--- src/rtl/rms_pkg.sv ---
package rms_pkg;

  // Clock rate
  localparam int unsigned CLK_FREQ_HZ = 25000000;

  // Power-on reset window, figures in microseconds
  localparam int unsigned POR_MIN_US = 1000;
  localparam int unsigned POR_MAX_US = 100000;
  // Least time rounds down, but never below one cycle
  localparam int unsigned POR_CYCLES =
    (POR_MIN_US * (CLK_FREQ_HZ / 1000000) + 0) < 1 ? 1 : POR_MIN_US * (CLK_FREQ_HZ / 1000000);

  // Oscillator start-up, figure in nanoseconds at the nominal series inductance
  localparam int unsigned OSC_STARTUP_NS = 1500000;
  localparam int unsigned OSC_LS_NOM_UH = 30000;
  // Longest time rounds down
  localparam int unsigned OSC_STARTUP_CYCLES = OSC_STARTUP_NS / (1000000000 / CLK_FREQ_HZ);

  // Standby to active settling, nanoseconds
  localparam int unsigned SETTLE_NS = 130000;
  localparam int unsigned SETTLE_CYCLES = SETTLE_NS / (1000000000 / CLK_FREQ_HZ);

  // Least radio-enable high pulse before transmit, nanoseconds
  localparam int unsigned CE_MIN_NS = 10000;
  localparam int unsigned CE_MIN_CYCLES =
    (CE_MIN_NS + (1000000000 / CLK_FREQ_HZ) - 1) / (1000000000 / CLK_FREQ_HZ);

  localparam int unsigned CNT_W = 24;
  localparam logic [CNT_W-1:0] CNT_ZERO = 24'h00_0000;

  typedef enum logic [3:0]
  {
    RMS_ST_POR = 4'b0000,
    RMS_ST_PDOWN = 4'b0001,
    RMS_ST_OSC_START = 4'b0010,
    RMS_ST_STBY1 = 4'b0011,
    RMS_ST_STBY2 = 4'b0100,
    RMS_ST_RX_SETTLE = 4'b0101,
    RMS_ST_RX = 4'b0110,
    RMS_ST_TX_SETTLE = 4'b0111,
    RMS_ST_TX = 4'b1000
  } rms_state_t;

endpackage

--- src/rtl/rms_timer.sv ---
`timescale 1ns/100ps
module rms_timer
  import rms_pkg::*;
#(
  parameter int unsigned W = CNT_W
)
(
  input wire logic i_clk_sys,
  input wire logic i_rst_b,
  input wire logic i_ce,
  input wire logic i_load,
  input wire logic [W-1:0] i_count,
  output logic o_done
);

  logic [W-1:0] cnt_r;
  logic busy_r;

  // Done pulses for one cycle when a loaded count has run out
  always_ff @(posedge i_clk_sys or negedge i_rst_b)
  begin
    if (!i_rst_b)
    begin
      cnt_r <= '0;
      busy_r <= 1'b0;
      o_done <= 1'b0;
    end
    else if (i_ce)
    begin
      o_done <= 1'b0;
      if (i_load)
      begin
        cnt_r <= i_count;
        busy_r <= 1'b1;
      end
      else if (busy_r)
      begin
        if (cnt_r <= W'(1))
        begin
          busy_r <= 1'b0;
          o_done <= 1'b1;
        end
        else
        begin
          cnt_r <= cnt_r - W'(1);
        end
      end
    end
  end

endmodule

--- src/rtl/rms_mode_fsm.sv ---
`timescale 1ns/100ps
// Contract
// - After supply threshold, sit in power-on reset until entering power down.
// - Power-on reset lasts between 1 ms and 100 ms.
// - One state machine governs all mode transitions from register bits and inputs.
// - Transition states are time-bounded and pass on to the next mode.
// - Oscillator start-up from power down to standby within 1.5 ms.
// - Power down keeps register contents and serial interface alive.
// - Clearing the power-up bit moves the device to power down.
// - Setting the power-up bit moves the device to standby-I.
// - Active modes only with radio-enable high; low returns to standby-I. TX settling and transmit run on with enable low until the packet is out.
// - Transmitter with enable high and empty TX FIFO sits in standby-II.
// - Packet upload in standby-II starts settling at once, sends after 130 us.
// - Both standby modes keep registers and accept serial access.
// - Receive entered with power-up, receiver select and enable all high.
// - Transmit needs power-up, transmitter role, payload and enable over 10 us.
// - After a packet, empty FIFO gives standby-II, else keep transmitting.
// - Standby to active, or between transmit and receive, within 130 us.
module rms_mode_fsm
  import rms_pkg::*;
#(
  parameter int unsigned POR_CNT = POR_CYCLES,
  parameter int unsigned OSC_CNT = OSC_STARTUP_CYCLES,
  parameter int unsigned SETTLE_CNT = SETTLE_CYCLES,
  parameter int unsigned CE_MIN_CNT = CE_MIN_CYCLES
)
(
  input wire logic i_clk_sys,
  input wire logic i_rst_b,
  input wire logic i_clk_en,
  input wire logic i_power_up_bit,
  input wire logic i_primary_receiver_select,
  input wire logic i_radio_enable,
  input wire logic i_tx_fifo_empty,
  input wire logic i_tx_packet_done,
  output logic o_por_active,
  output logic o_power_down,
  output logic o_osc_starting,
  output logic o_standby1,
  output logic o_standby2,
  output logic o_settling,
  output logic o_rx_active,
  output logic o_tx_active,
  output logic o_spi_enable,
  output logic [3:0] o_state
);

  rms_state_t state_r;
  rms_state_t state_nxt;
  logic tmr_load;
  logic [CNT_W-1:0] tmr_count;
  logic tmr_done;
  logic [CNT_W-1:0] ce_cnt_r;
  logic ce_long;
  logic tx_single_r;
  logic por_armed_r;
  logic tmr_load_all;
  logic [CNT_W-1:0] tmr_count_all;

  // Shared timer: one transition state runs at a time
  rms_timer #(.W(CNT_W)) u_timer
  (
    .i_clk_sys(i_clk_sys),
    .i_rst_b(i_rst_b),
    .i_ce(i_clk_en),
    .i_load(tmr_load_all),
    .i_count(tmr_count_all),
    .o_done(tmr_done)
  );

  // Radio-enable high time, saturating
  always_ff @(posedge i_clk_sys or negedge i_rst_b)
  begin
    if (!i_rst_b)
    begin
      ce_cnt_r <= CNT_ZERO;
    end
    else if (i_clk_en)
    begin
      if (!i_radio_enable)
      begin
        ce_cnt_r <= CNT_ZERO;
      end
      else if (!ce_long)
      begin
        ce_cnt_r <= ce_cnt_r + CNT_W'(1);
      end
    end
  end

  assign ce_long = (ce_cnt_r >= CNT_W'(CE_MIN_CNT));

  // Enable falling after the minimum high time sends one packet then drops to standby-I
  always_ff @(posedge i_clk_sys or negedge i_rst_b)
  begin
    if (!i_rst_b)
    begin
      tx_single_r <= 1'b0;
    end
    else if (i_clk_en)
    begin
      if (state_r == RMS_ST_STBY1)
      begin
        tx_single_r <= 1'b0;
      end
      else if (ce_long && !i_radio_enable)
      begin
        tx_single_r <= 1'b1;
      end
    end
  end

  always_comb
  begin
    state_nxt = state_r;
    tmr_load = 1'b0;
    tmr_count = CNT_ZERO;
    case (state_r)
      RMS_ST_POR:
      begin
        if (tmr_done)
        begin
          state_nxt = RMS_ST_PDOWN;
        end
      end
      RMS_ST_PDOWN:
      begin
        if (i_power_up_bit)
        begin
          state_nxt = RMS_ST_OSC_START;
          tmr_load = 1'b1;
          tmr_count = CNT_W'(OSC_CNT);
        end
      end
      RMS_ST_OSC_START:
      begin
        if (tmr_done)
        begin
          state_nxt = RMS_ST_STBY1;
        end
      end
      RMS_ST_STBY1:
      begin
        if (i_radio_enable && i_primary_receiver_select)
        begin
          state_nxt = RMS_ST_RX_SETTLE;
          tmr_load = 1'b1;
          tmr_count = CNT_W'(SETTLE_CNT);
        end
        else if (i_radio_enable && !i_tx_fifo_empty && (ce_long || tx_single_r))
        begin
          state_nxt = RMS_ST_TX_SETTLE;
          tmr_load = 1'b1;
          tmr_count = CNT_W'(SETTLE_CNT);
        end
        else if (i_radio_enable && i_tx_fifo_empty && ce_long)
        begin
          state_nxt = RMS_ST_STBY2;
        end
      end
      RMS_ST_STBY2:
      begin
        if (!i_radio_enable || i_primary_receiver_select)
        begin
          state_nxt = RMS_ST_STBY1;
        end
        else if (!i_tx_fifo_empty)
        begin
          state_nxt = RMS_ST_TX_SETTLE;
          tmr_load = 1'b1;
          tmr_count = CNT_W'(SETTLE_CNT);
        end
      end
      RMS_ST_RX_SETTLE:
      begin
        if (!i_radio_enable)
        begin
          state_nxt = RMS_ST_STBY1;
        end
        else if (tmr_done)
        begin
          state_nxt = RMS_ST_RX;
        end
      end
      RMS_ST_RX:
      begin
        if (!i_radio_enable)
        begin
          state_nxt = RMS_ST_STBY1;
        end
        else if (!i_primary_receiver_select)
        begin
          state_nxt = i_tx_fifo_empty ? RMS_ST_STBY2 : RMS_ST_TX_SETTLE;
          tmr_load = !i_tx_fifo_empty;
          tmr_count = CNT_W'(SETTLE_CNT);
        end
      end
      RMS_ST_TX_SETTLE:
      begin
        // Pulse mode: settling continues after enable falls
        if (tmr_done)
        begin
          state_nxt = RMS_ST_TX;
        end
      end
      RMS_ST_TX:
      begin
        // Transmit holds until the packet is out, whatever the enable does
        if (i_tx_packet_done)
        begin
          if (!i_radio_enable || tx_single_r)
          begin
            state_nxt = RMS_ST_STBY1;
          end
          else if (i_primary_receiver_select)
          begin
            state_nxt = RMS_ST_RX_SETTLE;
            tmr_load = 1'b1;
            tmr_count = CNT_W'(SETTLE_CNT);
          end
          else if (i_tx_fifo_empty)
          begin
            state_nxt = RMS_ST_STBY2;
          end
          else
          begin
            state_nxt = RMS_ST_TX;
          end
        end
      end
      default:
      begin
        state_nxt = RMS_ST_PDOWN;
      end
    endcase
    // Power-up bit low beats every other cause, except reset itself
    if (state_r != RMS_ST_POR && !i_power_up_bit)
    begin
      state_nxt = RMS_ST_PDOWN;
      tmr_load = 1'b0;
    end
  end

  // Reset timer is armed one cycle after release; reset value stays constant
  always_ff @(posedge i_clk_sys or negedge i_rst_b)
  begin
    if (!i_rst_b)
    begin
      por_armed_r <= 1'b0;
    end
    else if (i_clk_en)
    begin
      por_armed_r <= 1'b1;
    end
  end

  always_comb
  begin
    tmr_load_all = tmr_load;
    tmr_count_all = tmr_count;
    if (!por_armed_r)
    begin
      tmr_load_all = 1'b1;
      tmr_count_all = CNT_W'(POR_CNT);
    end
  end

  // State register
  always_ff @(posedge i_clk_sys or negedge i_rst_b)
  begin
    if (!i_rst_b)
    begin
      state_r <= RMS_ST_POR;
    end
    else if (i_clk_en)
    begin
      state_r <= state_nxt;
    end
  end

  // Registered mode outputs
  always_ff @(posedge i_clk_sys or negedge i_rst_b)
  begin
    if (!i_rst_b)
    begin
      o_por_active <= 1'b1;
      o_power_down <= 1'b0;
      o_osc_starting <= 1'b0;
      o_standby1 <= 1'b0;
      o_standby2 <= 1'b0;
      o_settling <= 1'b0;
      o_rx_active <= 1'b0;
      o_tx_active <= 1'b0;
      o_spi_enable <= 1'b0;
      o_state <= 4'h0;
    end
    else if (i_clk_en)
    begin
      o_por_active <= (state_nxt == RMS_ST_POR);
      o_power_down <= (state_nxt == RMS_ST_PDOWN);
      o_osc_starting <= (state_nxt == RMS_ST_OSC_START);
      o_standby1 <= (state_nxt == RMS_ST_STBY1);
      o_standby2 <= (state_nxt == RMS_ST_STBY2);
      o_settling <= (state_nxt == RMS_ST_RX_SETTLE) || (state_nxt == RMS_ST_TX_SETTLE);
      o_rx_active <= (state_nxt == RMS_ST_RX);
      o_tx_active <= (state_nxt == RMS_ST_TX);
      o_spi_enable <= (state_nxt != RMS_ST_POR);
      o_state <= state_nxt;
    end
  end

endmodule

--- config.mk ---
export PLATFORM = sky130hd
export DESIGN_NAME = rms_mode_fsm
export DESIGN_NICKNAME = d
export VERILOG_FILES = /design/src/rtl/rms_pkg.sv /design/src/rtl/rms_timer.sv /design/src/rtl/rms_mode_fsm.sv
export SDC_FILE = /design/constraint.sdc
export NUM_CORES = 1
export LEC_CHECK = 0
export BUFFER_PORTS_ARGS = -buffer_cell sky130_fd_sc_hd__buf_2
export CORE_MARGIN = 3
export CORE_UTILIZATION = 57
export CTS_BUF_LIST = sky130_fd_sc_hd__clkbuf_4
export DETAILED_ROUTE_END_ITERATION = 16
export GPL_ROUTABILITY_DRIVEN = 0
export PLACE_DENSITY = 0.8
export SYNTH_ARGS = -nofsm -noshare
export SYNTH_HDL_FRONTEND = slang
export SYNTH_HIERARCHICAL = 1
export SYNTH_SLANG_ARGS = --single-unit
--- constraint.sdc ---
create_clock -name i_clk_sys -period 2.5 [get_ports i_clk_sys]
set_input_delay 0.5 -clock i_clk_sys [delete_from_list [all_inputs] [get_ports i_clk_sys]]
set_output_delay 0.5 -clock i_clk_sys [all_outputs]
set_load 0.01 [all_outputs]
Word level (Yosys, flattened, before mapping)
Index checks and enable logic that the tools add are counted.
- bits of input ports: 8
- output and inout bits: 13
- logic and storage cells: 119
- register bits after elaboration: 65
- mux-type cells: 58
- add/subtract/negate cells: 2
- reduce and logical (&&, ||, !) cells: 23
- magnitude comparators: 2
- eq/ne operators: 18
- operator list (operator ; number):
    2-to-1 mux 24 bit ; 6
    2-to-1 mux 12 bit ; 9
    case mux 16 bit (5 select lines) ; 1
    2-to-1 mux 4 bit ; 18
    case mux 4 bit (9 select lines) ; 1
    equality test 4 x 3 -> 1 bit, second input constant ; 8
    adder 24 x 1 -> 24 bit, second input constant ; 1
    >= comparator 24 x 8 -> 1 bit, second input constant ; 1
    <= comparator 24 x 1 -> 1 bit, second input constant ; 1
    subtractor 24 x 1 -> 24 bit, second input constant ; 1
    2-to-1 mux 1 bit ; 20
    equality test 4 x 2 -> 1 bit, second input constant ; 4
    2-to-1 mux 16 bit ; 1
    equality test 4 x 1 -> 1 bit, second input constant ; 2
    equality test 4 bit, second input constant ; 2
    logical NOT 4 bit ; 2
    nonzero test 4 bit ; 2
    logical AND 1 bit ; 7
    case mux 1 bit (5 select lines) ; 1
    logical OR 1 bit ; 4
    != test 2 bit, second input constant ; 2
    AND reduction 2 bit ; 2
    nonzero test 2 bit ; 2
    logical NOT 1 bit ; 3
    other kinds (2) ; 2

Longest topological paths before layout
- depth after elaboration: 10
- depth in mapped cells: 15

Cells and area by module
Netlist, hierarchy kept.
- modules (own cells, without submodules) (module ; sequential area each (µm²) ; times used ; area an instance (µm²) ; cells each):
    rms_mode_fsm ; 977.2 ; 1 ; 2134.5 ; 219
    rms_timer ; 650.6 ; 1 ; 1690.4 ; 192

Least setup slack after synthesis
No wires, ideal clock.
- path type: register to register
- from: register, netlist name o_state[1]
- to: register u_timer.cnt_r[12]
- required time: 2.418 ns
- setup slack: -0.248 ns
- arrival: 2.666 ns
- stages on the path, launching flop included: 14
- cell sequence: dfrtp_1 > or4b_4 > nor3_4 > a32oi_1 > o31a_1 > o211a_1 > o21ai_0 > buf_2 > and2_1 > clkbuf_1 > nor2_1 > o31ai_1 > o311ai_0 > a31oi_1
- RTL lines (element ; RTL line ; RTL):
    to (signal assigned) ; rms_timer.sv:33 ; cnt_r <= i_count;
    to (signal assigned) ; rms_timer.sv:45 ; cnt_r <= cnt_r - W'(1);
    to (decl) ; rms_timer.sv:16 ; logic [W-1:0] cnt_r;

==> impl_metrics.env <==
export IMPL_hold_buffers=0
export IMPL_synth_top_cell_area_share_pct=41.87
export IMPL_overflow=0
export IMPL_regToRegSetupSlack_ns=-0.12
export IMPL_ys_ff_latch=65
export IMPL_cp_max_fo=7
export IMPL_rsz0062_at_grt="true"
export IMPL_power_frac_clock_pct=19.5
export IMPL_antenna_found_initial=0
export IMPL_globalRouteTotalUtil_pct=26.97
export IMPL_vdd_drop_max_mv=0.4127
export IMPL_clock_root_buffer="clkbuf_4"
export IMPL_path_clk_slew_ns=0.12
export IMPL_htree_levels=3
export IMPL_dpl_hpwl_um=6637
export IMPL_dieArea_mm2=0.007729
export IMPL_firstDrtPassIters=5
export IMPL_first_global_vias=3370
export IMPL_violations="negative setup slack"
export IMPL_ys_dominant_reg_cell="dfrtp_1"
export IMPL_drt_iter0_drc=312
export IMPL_dpl_cell_area_mm2=0.004333
export IMPL_cts_sinks=65
export IMPL_fp_dieW_um=87.92
export IMPL_worstSetupStartpointType="flop"
export IMPL_antenna_diode_count=0
export IMPL_final_cells=568
export IMPL_max_clock_freq_mhz=382.4
export IMPL_swShare_pct=40.36
export IMPL_setup_violations=10
export IMPL_ys_types=77
export IMPL_slew_viol_final=0
export IMPL_wl_um=9954
export IMPL_clock_latency_ns=0.43
export IMPL_drc=0
export IMPL_endpoint_kind="flop"
export IMPL_drive_gt1_share_pct=29.12
export IMPL_min_path_type="in2async"
export IMPL_cap_violations=0
export IMPL_period_share_pct=104.6
export IMPL_grt_max_degree=40
export IMPL_finalWorstSetupSlack_ns=-0.1151
export IMPL_pwr_share_comb_pct=41.1
export IMPL_timing_slew_headroom_pct=56.23
export IMPL_crit_type="reg2reg"
export IMPL_outcome="complete, but fails checks"
export IMPL_drtAntennaViolNets=0
export IMPL_p_leak_uw=0.002129
export IMPL_initial_core_util_pct=59.56
export IMPL_async_flop_share_pct=100.0
export IMPL_fin_skew_ns=0.01299
export IMPL_pwr_share_seq_pct=39.3
export IMPL_place_port_buffers=20
export IMPL_ys_seq_area_share_pct=42.56
export IMPL_cts_tree="done"
export IMPL_fin_area_mm2=0.004722
export IMPL_synthCells=411
export IMPL_vias=3666
export IMPL_ys_top_cells_by_area="dfrtp_1 42%, nor2_1 3.3%, and2_1 3.3%"
export IMPL_final_common_cell="dfrtp_1"
export IMPL_synth_edf_count=0
export IMPL_internal_power_uw=2267
export IMPL_cts_buffers=9
export IMPL_synth_largest_area_cell="dfrtp_1"
export IMPL_nNetsFinal=498
export IMPL_rr_worst_depth=12
export IMPL_grt_pass1_wl_um=16450
export IMPL_post_place_cells=544
export IMPL_ys_warn_count=6
export IMPL_crit_required_ns=2.84
export IMPL_clockBufferDepth=2
export IMPL_core_area_mm2=0.006422
export IMPL_mostFrequentLayoutCells="62 x dfrtp_1, 44 x buf_4, 32 x nor2_1, 30 x nand2_1, 20 x buf_2"
export IMPL_via_per_inst=6.454
export IMPL_syn_to_final_growth_pct=23.45
export IMPL_rows=29
export IMPL_max_slew_worst_pin_slew_ns=0.6565
export IMPL_netlist_area_mm2=0.003825
export IMPL_switching_power_uw=1534
export IMPL_fin_crit_ns=2.615
export IMPL_wl_per_cell_um=17.52
export IMPL_p_per_area_mw_per_mm2=804.9
export IMPL_ios=21
export IMPL_die_h_um=87.92
export IMPL_hold_viol=0
export IMPL_cp_arrival_ns=2.96
export IMPL_syn_avg_cell_area_um2=9.306
worst max-delay path, cell delays in order (launching register included):
cell and delay (ns):
dfrtp_2 0.43, or4b_4 0.56, nor3_4 0.24, a32oi_2 0.08, o31a_1 0.13, o211a_1 0.14, o21ai_2 0.15, buf_6 0.15
and2_4 0.23, nor2_2 0.04, a21oi_1 0.13, o31ai_1 0.09, a31oi_1 0.16
metrics by stage:
step	hold WS [ns]	utilization (%)	setup WS, ns	total power, uW	setup TNS, ns
after floorplan	0.2044	-	-0.03501	2395	-0.04637
final	0.08557	73.52	-0.1151	3801	-0.5488
after detailed placement	0.4599	67.47	-0.1318	2897	-0.8290
after CTS	0.08843	70.87	-0.02817	3655	-0.07023
after global routing	0.1198	73.52	-0.2117	4035	-2.653
after global placement	0.4583	67.47	-0.08551	2843	-0.2443
what timing repair did:
action                     in CTS  in global routing
hold endpoints to repair        0                  0
pin swaps                       9                 13
buffers inserted                4                  3
resized for setup               8                 34
gates cloned                    1                  0
setup endpoints to repair      15                 23
power by group through the flow:
stage	clock network (uW)	registers, uW	logic [uW]
CTS	752	1470	1430
global route	795	1530	1710
finish	742	1490	1560
detailed placement	0	1490	1410
global placement	0	1480	1370
floorplan	0	1510	888
cells by family after synthesis:
logic type,count (synthesis),share of synthesized area [%]
and+or+nand+nor,190,28.13
xor gates and xnor gates,9,2.061
adders and majority gates,4,1.309
other,1,0.09804
AOI/OAI and AO/OA,103,20.71
DFF,65,42.56
buffers and inverters,35,4.023
muxes,4,1.112
final timing paths:
check	from	endpoint
max in group asynchronous	i_rst_b	o_por_active
max	o_state[1]	u_timer/cnt_r[21]
min in group i_clk_sys	i_clk_en	u_timer/cnt_r[10]
min reg2reg	u_timer/cnt_r[22]	u_timer/cnt_r[22]
max reg2reg	o_state[1]	u_timer/cnt_r[21]
min	i_rst_b	o_standby1
synthesized netlist by cell type (2+ instances only):
library cell and number:
dfrtp_1 64, nor2_1 34, nand2_1 32, and2_1 20, a21oi_1 18, inv_1 18, nand3_1 18, nor3_1 16
nor4_1 14, o21ai_0 13, clkbuf_1 10, and3_1 9, a211oi_1 8, a311oi_1 7, nand2b_1 7, nand4_1 7
o22ai_1 7, o32ai_1 5, or3_1 5, xor2_1 5, ha_1 4, nor2b_1 4, o211ai_1 4, o31ai_1 4
xnor2_1 4, a31oi_1 3, buf_2 3, buf_4 3, o21bai_1 3, o2bb2ai_1 3, o311ai_0 3, o41ai_1 3
or4_1 3, mux2i_1 2, nor3b_1 2, o31a_1 2, or2_2 2, or2_4 2, or4_4 2
cell type report:
class / instances / area (um^2)
multi-input combinational: 320 / 2247
fill: 458 / 1700
sequential: 65 / 1630
timing repair buffer: 72 / 538.0
tap: 77 / 96.34
clock buffer: 10 / 75.07
clock inverter: 6 / 67.56
inverter: 18 / 67.56
per-layer routing:
metal	global-route usage, %	wire length [um]	vias up
met5	0	0	-
met4	8.368	135	0
met3	5.833	755	15
met2	40.34	4646	159
met1	39.24	4416	1796
li1	-	-	1696
state kept, by name, summed over array words and instances, names as in the netlist:
| signal | cells |
|---|---|
| o_spi_enable | 1 |
| u_timer/cnt_r | 24 |
| o_rx_active | 1 |
| o_state | 4 |
| tx_single_r | 1 |
| o_standby1 | 1 |
| por_armed_r | 1 |
| o_por_active | 1 |
| u_timer/busy_r | 1 |
| u_timer/o_done | 1 |
| ce_cnt_r | 24 |
| o_osc_starting | 1 |
| o_tx_active | 1 |
| o_standby2 | 1 |
| o_power_down | 1 |
| o_settling | 1 |
No activity file was read; power rests on OpenSTA's default activity.
